==> src/design/btp_defines.vh <==
`ifndef BTP_DEFINES_VH
`define BTP_DEFINES_VH
// command codes of the three configuration registers
`define BTP_ADDR_UV_SEL 8'hBA
`define BTP_ADDR_HV_OV_SEL 8'hBB
`define BTP_ADDR_PH_REM 8'hBC
// reset values
`define BTP_RST_UV_SEL 8'h00
`define BTP_RST_HV_OV_SEL 8'h00
`define BTP_RST_PH_REM 8'h00
// decoded thresholds while every select code is zero
`define BTP_RST_LV_UV_PMIL 10'h352
`define BTP_RST_HV_UV_PCT 10'h04B
`define BTP_RST_HV_OV_WARN_PCT 10'h06C
`define BTP_RST_HV_OV_PROT_PCT 10'h07D
// writable bit masks, reserved bits read zero
`define BTP_MASK_UV_SEL 8'h3F
`define BTP_MASK_HV_OV_SEL 8'h3F
`define BTP_MASK_PH_REM 8'hBF
// field positions
`define BTP_LO_FIELD_LSB 0
`define BTP_HI_FIELD_LSB 3
`define BTP_RAIL_DIS_BIT 7
`define BTP_NUM_PHASES 6
`endif

==> src/design/btp_phase_gate.v <==
`timescale 1ns/10ps
`default_nettype none
// holds one phase pwm low while that phase is removed
module btp_phase_gate (
   input wire clk_sys,
   input wire rst_n,
   input wire clk_en,
   input wire removed,
   input wire pwm_raw,
   output reg pwm_out
);
   // registered gate, inactive whenever removed
   always @(posedge clk_sys or negedge rst_n) begin
      if (!rst_n) begin
         pwm_out <= 1'b0;
      end else if (clk_en) begin
         pwm_out <= pwm_raw & ~removed;
      end
   end
endmodule // btp_phase_gate
`default_nettype wire

==> src/design/btp_regs.v <==
// Function
// low bus undervoltage warning code, bits 2:0
// high bus undervoltage warning code, bits 5:3
// high bus overvoltage warning code, bits 2:0
// high bus overvoltage protection code, bits 5:3
// bits 0-3 set remove phases one-four
// bits 4-5 set remove phases five-six
// bit 7 set disables supply rail detection
// phase register rw, protectable, resets 00h
// overvoltage register rw, protectable, bits 7:6 reserved
// removed phase pwm held inactive
`timescale 1ns/10ps
`default_nettype none
`include "btp_defines.vh"
module btp_regs (
   input wire clk_sys,
   input wire nrst,
   input wire clk_en,
   input wire wr_en,
   input wire rd_en,
   input wire [7:0] reg_addr,
   input wire [7:0] wr_data,
   input wire write_protect,
   output reg [7:0] rd_data,
   output reg rd_valid,
   output wire addr_hit,
   input wire [5:0] pwm_raw,
   output wire [5:0] pwm_out,
   output wire [5:0] phase_active,
   output wire rail_detect_en,
   output reg [9:0] lv_uv_warn_pmil,
   output reg [9:0] hv_uv_warn_pct,
   output reg [9:0] hv_ov_warn_pct,
   output reg [9:0] hv_ov_prot_pct
);
   reg [1:0] rst_sync;
   wire rst_n;
   reg [7:0] uv_sel;
   reg [7:0] hv_ov_sel;
   reg [7:0] ph_rem;
   wire wr_ok;

   // register decode, used for writes and reads
   function [1:0] dec;
      input [7:0] a;
      begin
         case (a)
            `BTP_ADDR_UV_SEL: dec = 2'h1;
            `BTP_ADDR_HV_OV_SEL: dec = 2'h2;
            `BTP_ADDR_PH_REM: dec = 2'h3;
            default: dec = 2'h0;
         endcase
      end
   endfunction

   // reset release through two flops
   always @(posedge clk_sys or negedge nrst) begin
      if (!nrst) begin
         rst_sync <= 2'h0;
      end else begin
         rst_sync <= {rst_sync[0], 1'b1};
      end
   end
   assign rst_n = rst_sync[1];

   assign addr_hit = (dec(reg_addr) != 2'h0);
   assign wr_ok = wr_en & ~write_protect;

   // register writes, reserved bits forced to zero
   always @(posedge clk_sys or negedge rst_n) begin
      if (!rst_n) begin
         uv_sel <= `BTP_RST_UV_SEL;
         hv_ov_sel <= `BTP_RST_HV_OV_SEL;
         ph_rem <= `BTP_RST_PH_REM;
      end else if (clk_en && wr_ok) begin
         case (dec(reg_addr))
            2'h1: uv_sel <= wr_data & `BTP_MASK_UV_SEL;
            2'h2: hv_ov_sel <= wr_data & `BTP_MASK_HV_OV_SEL;
            2'h3: ph_rem <= wr_data & `BTP_MASK_PH_REM;
            default: uv_sel <= uv_sel;
         endcase
      end
   end

   // read data registered; unmapped reads return zero
   always @(posedge clk_sys or negedge rst_n) begin
      if (!rst_n) begin
         rd_data <= 8'h00;
         rd_valid <= 1'b0;
      end else if (clk_en) begin
         rd_valid <= rd_en;
         if (rd_en) begin
            case (dec(reg_addr))
               2'h1: rd_data <= uv_sel;
               2'h2: rd_data <= hv_ov_sel;
               2'h3: rd_data <= ph_rem;
               default: rd_data <= 8'h00;
            endcase
         end
      end
   end

   // low bus undervoltage warning code to tenths of a percent
   function [9:0] lv_uv_pmil;
      input [2:0] code;
      begin
         case (code)
            3'h0: lv_uv_pmil = 10'h352; // 85.0 percent, the reset setting
            3'h1: lv_uv_pmil = 10'h339;
            3'h2: lv_uv_pmil = 10'h320;
            3'h3: lv_uv_pmil = 10'h307;
            3'h4: lv_uv_pmil = 10'h2EE;
            3'h5: lv_uv_pmil = 10'h2D5;
            3'h6: lv_uv_pmil = 10'h36B; // codes 6 and 7 sit above the reset setting
            default: lv_uv_pmil = 10'h384;
         endcase
      end
   endfunction

   // high bus undervoltage warning code to percent
   function [9:0] hv_uv_pct;
      input [2:0] code;
      begin
         case (code)
            3'h0: hv_uv_pct = 10'h04B;
            3'h1: hv_uv_pct = 10'h047;
            3'h2: hv_uv_pct = 10'h043;
            3'h3: hv_uv_pct = 10'h03F;
            3'h4: hv_uv_pct = 10'h03A;
            3'h5: hv_uv_pct = 10'h036;
            3'h6: hv_uv_pct = 10'h04F;
            default: hv_uv_pct = 10'h053;
         endcase
      end
   endfunction

   // high bus overvoltage warning code to percent
   function [9:0] ov_warn_pct;
      input [2:0] code;
      begin
         case (code)
            3'h0: ov_warn_pct = 10'h06C;
            3'h1: ov_warn_pct = 10'h06E;
            3'h2: ov_warn_pct = 10'h071;
            3'h3: ov_warn_pct = 10'h075;
            3'h4: ov_warn_pct = 10'h079;
            3'h5: ov_warn_pct = 10'h07D;
            3'h6: ov_warn_pct = 10'h06A; // codes 6 and 7 sit below the reset setting
            default: ov_warn_pct = 10'h068;
         endcase
      end
   endfunction

   // high bus overvoltage protection code to percent
   function [9:0] ov_prot_pct;
      input [2:0] code;
      begin
         case (code)
            3'h0: ov_prot_pct = 10'h07D;
            3'h1: ov_prot_pct = 10'h081;
            3'h2: ov_prot_pct = 10'h085;
            3'h3: ov_prot_pct = 10'h08A;
            3'h4: ov_prot_pct = 10'h08E;
            3'h5: ov_prot_pct = 10'h092;
            3'h6: ov_prot_pct = 10'h096;
            default: ov_prot_pct = 10'h079; // top code wraps below the reset setting
         endcase
      end
   endfunction

   // low bus undervoltage warning, one edge after its register
   always @(posedge clk_sys or negedge rst_n) begin
      if (!rst_n) begin
         lv_uv_warn_pmil <= `BTP_RST_LV_UV_PMIL;
      end else if (clk_en) begin
         lv_uv_warn_pmil <= lv_uv_pmil(uv_sel[`BTP_LO_FIELD_LSB +: 3]);
      end
   end

   // high bus undervoltage warning, one edge after its register
   always @(posedge clk_sys or negedge rst_n) begin
      if (!rst_n) begin
         hv_uv_warn_pct <= `BTP_RST_HV_UV_PCT;
      end else if (clk_en) begin
         hv_uv_warn_pct <= hv_uv_pct(uv_sel[`BTP_HI_FIELD_LSB +: 3]);
      end
   end

   // high bus overvoltage warning, one edge after its register
   always @(posedge clk_sys or negedge rst_n) begin
      if (!rst_n) begin
         hv_ov_warn_pct <= `BTP_RST_HV_OV_WARN_PCT;
      end else if (clk_en) begin
         hv_ov_warn_pct <= ov_warn_pct(hv_ov_sel[`BTP_LO_FIELD_LSB +: 3]);
      end
   end

   // high bus overvoltage protection, one edge after its register
   always @(posedge clk_sys or negedge rst_n) begin
      if (!rst_n) begin
         hv_ov_prot_pct <= `BTP_RST_HV_OV_PROT_PCT;
      end else if (clk_en) begin
         hv_ov_prot_pct <= ov_prot_pct(hv_ov_sel[`BTP_HI_FIELD_LSB +: 3]);
      end
   end

   // supply rail supervision enabled while bit 7 is clear
   assign rail_detect_en = ~ph_rem[`BTP_RAIL_DIS_BIT];
   assign phase_active = ~ph_rem[5:0];

   // one pwm gate per phase
   genvar g;
   generate
      for (g = 0; g < `BTP_NUM_PHASES; g = g + 1) begin : gen_ph
         btp_phase_gate u_gate (
            .clk_sys(clk_sys),
            .rst_n(rst_n),
            .clk_en(clk_en),
            .removed(ph_rem[g]),
            .pwm_raw(pwm_raw[g]),
            .pwm_out(pwm_out[g])
         );
      end
   endgenerate
endmodule // btp_regs
`default_nettype wire

==> config.mk <==
export PLATFORM = sky130hd
export DESIGN_NAME = btp_regs
export DESIGN_NICKNAME = d
export VERILOG_FILES = /design/src/design/btp_phase_gate.v /design/src/design/btp_regs.v
export VERILOG_INCLUDE_DIRS = /design/src /design/src/design
export SDC_FILE = /design/constraint.sdc
export NUM_CORES = 1
export LEC_CHECK = 0
export BUFFER_PORTS_ARGS = -buffer_cell sky130_fd_sc_hd__buf_2
export CORE_AREA = 3 3 75 147
export DETAILED_ROUTE_END_ITERATION = 6
export DIE_AREA = 0 0 78 150
export PLACE_DENSITY_LB_ADDON = 0.3
export SYNTH_ARGS = -nofsm -noshare
export SYNTH_HDL_FRONTEND = slang
export SYNTH_SLANG_ARGS = --single-unit
==> constraint.sdc <==
create_clock -name clk_sys -period 5.4 [get_ports clk_sys]
set_clock_uncertainty 0.2 [all_clocks]
set_input_delay 0.54 -clock clk_sys [delete_from_list [all_inputs] [get_ports clk_sys]]
set_output_delay 0.54 -clock clk_sys [all_outputs]
set_load 0.02 [all_outputs]
==> Flow_metrics.wiki <==
{| class="wikitable"
! Metric !! Value
|-
| Count of nets after finishing || 376
|-
| Transition time at the pin with the least slew margin || 1010 ps
|-
| Clock sink total || 61
|-
| Fraction of layout instances using a drive strength above 1 || 0.412
|-
| Kind of path behind the tightest hold check || flip-flop to async pin
|-
| Maxcap violations || 0
|-
| Data arrival time of the critical path || 2880 ps
|-
| Quantity of hold-fixing buffers added after cts || 1
|-
| Post-synthesis cell type count || 38
|-
| Post-DP HPWL || 5.31 mm
|-
| Synth warn || 0
|-
| Total Power || 0.00122 W
|-
| Count of mapped cells out of synthesis || 272
|-
| Cell-internal power || 0.000923 W
|-
| Power per cell area || 328 nW/um2
|-
| Sw Pwr || 0.000294 W
|-
| Die Wd || 78 um
|-
| Final estimated routing congestion in global placement || 0.767
|-
| Crit Path Max Fanout || 58
|-
| Antenna diode count || 0
|-
| Area grow syn2layout || 24.6%
|-
| Clock transition at the register clock pins on the worst setup and hold paths after CTS || 50 ps
|-
| Critical path startpoint category || primary input
|-
| Post-layout min period || 2870 ps
|-
| Routed wire per std cell || 14.5 um
|-
| Switching Fraction || 0.241
|-
| TritonCTS buffer count || 9
|-
| IR drop worst, VDD || 0.000180 V
|-
| Total overflow reported by the global router || 0
|-
| Clock buffer depth || 2
|-
| Violation count after the first detailed-routing iteration || 125
|-
| DR vias || 2138
|-
| Initial antenna violation count || 0
|-
| Clock insertion delay at the later pin of the skew report || 320 ps
|-
| Crit share post-route || 0.532
|-
| Routed vias/inst || 4.44
|-
| Combined global-route utilization of all metal layers || 0.127
|-
| Launch point of the worst path || clk_en
|-
| Height of the chip || 150 um
|-
| Final-layout setup total negative slack || 0 ps
|-
| CTS tree || done
|-
| Sequential cell fraction of total power || 0.408
|-
| Critical path type || primary input to flip-flop
|-
| Maximum clock rate || 0.348 GHz
|-
| Placeable core region || 10100 um2
|-
| Reg2Reg Launch Point || hv_ov_sel[3]$_DFFE_PN0P_
|-
| Sort of element at the end of the critical path || flip-flop
|-
| Total I/O pin count || 91
|-
| # Post-CTS Setup Buffers || 0
|-
| Synthesized cell area || 2970 um2
|-
| Post-detailed-route count of antenna-violating nets || 0
|-
| PostCTS Resize Cnt || 0
|-
| Unrepaired setup endpoints after global routing || no
|-
| Status || finished clean
|-
| Count of input and output buffers || 76
|-
| Final Slew Violations || 0
|-
| H-tree depth || 3
|-
| Synth Register Bits || 61
|-
| Cell row count || 52
|-
| Full die area || 11700 um2
|-
| Slew headroom || 0.326
|-
| Data required time at the worst endpoint || 5400 ps
|-
| Avg Inst Size Synth || 10.9 um2
|-
| Vias in the first global route || 2169
|-
| Initial core utilization || 0.293
|-
| Logic gate share of total power || 0.094
|-
| First-pass GRT wire length || 11.2 mm
|-
| Worst Setup Slack, final || 2530 ps
|-
| Clk Tree Root Cell || sky130_fd_sc_hd__clkbuf_16
|-
| Total Routed Length || 7.01 mm
|-
| Relative contribution of the clock network to total power || 0.499
|-
| Pleak || 1.74 nW
|-
| Post-place setup slack || 2140 ps
|-
| Maximum number of pins on one net before global-route repair || 59
|-
| Pre-Repair DR Iteration Count || 4
|-
| Endpoints failing setup || 0
|-
| Fin. Hold Viols || 0
|-
| DRC violations left || 0
|-
| Part of the Yosys area used for sequential elements || 0.519
|}
-- synthesized netlist by cell type, drive strengths merged --
cell type / n / share of area
conb: 2 / 0.0025
nand2b: 3 / 0.0063
a22oi: 6 / 0.015
o21ai: 10 / 0.017
nor2b: 13 / 0.027
inv: 20 / 0.025
o41ai: 1 / 0.0029
ha: 6 / 0.025
nand4: 2 / 0.0042
xor2: 3 / 0.0088
nor4: 1 / 0.0072
a31o: 6 / 0.018
nand3: 1 / 0.0017
nor3: 5 / 0.010
and3b: 1 / 0.0029
dfrtp: 47 / 0.40
nor2: 22 / 0.028
mux2: 24 / 0.091
or3: 1 / 0.0021
a31oi: 2 / 0.0042
o21a: 1 / 0.0025
xnor2: 3 / 0.0088
dfstp: 14 / 0.12
nand3b: 2 / 0.0050
o211ai: 3 / 0.0076
or2: 2 / 0.0051
mux2i: 3 / 0.010
a21oi: 15 / 0.025
nor4b: 1 / 0.0080
buf: 22 / 0.055
and4b: 1 / 0.0034
o311ai: 1 / 0.0029
clkbuf: 9 / 0.011
a221o: 6 / 0.020
nand2: 13 / 0.016
-- worst max-delay path, stage by stage --
cell	delay [ps]
sky130_fd_sc_hd__buf_2	750
sky130_fd_sc_hd__nand3b_1	300
sky130_fd_sc_hd__or2_4	330
sky130_fd_sc_hd__nor4b_4	530
sky130_fd_sc_hd__mux2_2	410
-- routing by layer --
metal  GRT usage  wire (um)
met1       0.127       2540
met3      0.0307        305
met4      0.0604         78
met5           0          0
met2       0.242       4080
-- flip-flops by register name, indices dropped and copies added (netlist names) --
| register | count |
|---|---|
| rst_sync | 2 |
| gen_ph.u_gate.pwm_out | 6 |
| hv_ov_prot_pct | 7 |
| uv_sel | 6 |
| hv_ov_sel | 6 |
| rd_valid | 1 |
| hv_ov_warn_pct | 4 |
| hv_uv_warn_pct | 6 |
| ph_rem | 7 |
| lv_uv_warn_pmil | 9 |
| rd_data | 7 |
-- per-stage QoR --
stage           util  instance area (um2)  cells  hold WS, ps
2_1_floorplan      -                 3020    284         44.4
3_3_place_gp   0.333                 3380    465          104
3_5_place_dp   0.333                 3380    465          105
4_1_cts        0.365                 3700    482          105
5_1_grt        0.365                 3700    482          128
6_report       0.365                 3700    482         80.6
-- cells in the final DEF (no fill, tap or decap), drive strengths merged --
cell type and count:
buf 77, dfrtp 47, mux2 24, nor2 22, inv 20, a21oi 15
conb 14, dfstp 14, nor2b 13, nand2 13, o21ai 10, clkbuf 9
a22oi 6, a221o 6, a31o 6, ha 6, nor3 5, nand2b 3
o211ai 3, mux2i 3, xnor2 3, xor2 3, clkinv 3, nand3b 2
nand4 2, a31oi 2, clkinvlp 2, bufinv 2, or2 2, and4b 1
nor4b 1, nor4 1, or3 1, o311ai 1, nand3 1, and3b 1
o21a 1, o41ai 1, dlygate4sd3 1
-- cells by family (layout without fill, tap and decap cells) --
| kind of cell | after synthesis | count (layout) | share of synthesized area |
|---|---|---|---|
| other | 2 | 14 | 0.00253 |
| flip-flops | 61 | 61 | 0.519 |
| multiplexers | 27 | 27 | 0.101 |
| adder cells (fa/ha/maj) | 6 | 6 | 0.0253 |
| AND/OR/NAND/NOR | 68 | 68 | 0.128 |
| buffers and inverters | 51 | 114 | 0.0913 |
| AO/OA/AOI/OAI | 51 | 51 | 0.115 |
| XOR/XNOR | 6 | 6 | 0.0177 |
-- power groups by stage --
stage | Combinational (W) | Sequential (W) | Clock [W]
after floorplan | 0.0000704 | 0.000519 | 0
after global placement | 0.000114 | 0.000503 | 0
after detailed placement | 0.000116 | 0.000504 | 0
after CTS | 0.000117 | 0.000496 | 0.000630
after global routing | 0.000125 | 0.000499 | 0.000645
final | 0.000114 | 0.000496 | 0.000607
-- final cells by class --
class	count	area, um2
clock buffer	9	225
clock inverter	7	90.1
fill	1065	6440
inverter	20	75.1
multi-input combinational	172	1200
sequential	61	1550
tap	135	169
timing repair buffer	78	398
-- final timing paths --
kind	end	slack [ps]	depth (start not counted)
worst max-delay path	ph_rem[1]$_DFFE_PN0P_	2530	5
worst min-delay path	lv_uv_warn_pmil[2]$_DFFE_PN0P_	80	0
worst max register to register	hv_ov_prot_pct[1]$_DFFE_PN0P_	3640	5
worst min register to register	lv_uv_warn_pmil[2]$_DFFE_PN0P_	80	0
max in group asynchronous	hv_ov_prot_pct[0]$_DFFE_PN1P_	4030	1
min in group clk_sys	rst_sync[1]$_DFF_PN0_	150	0
Power figures use the tool's default switching activity.
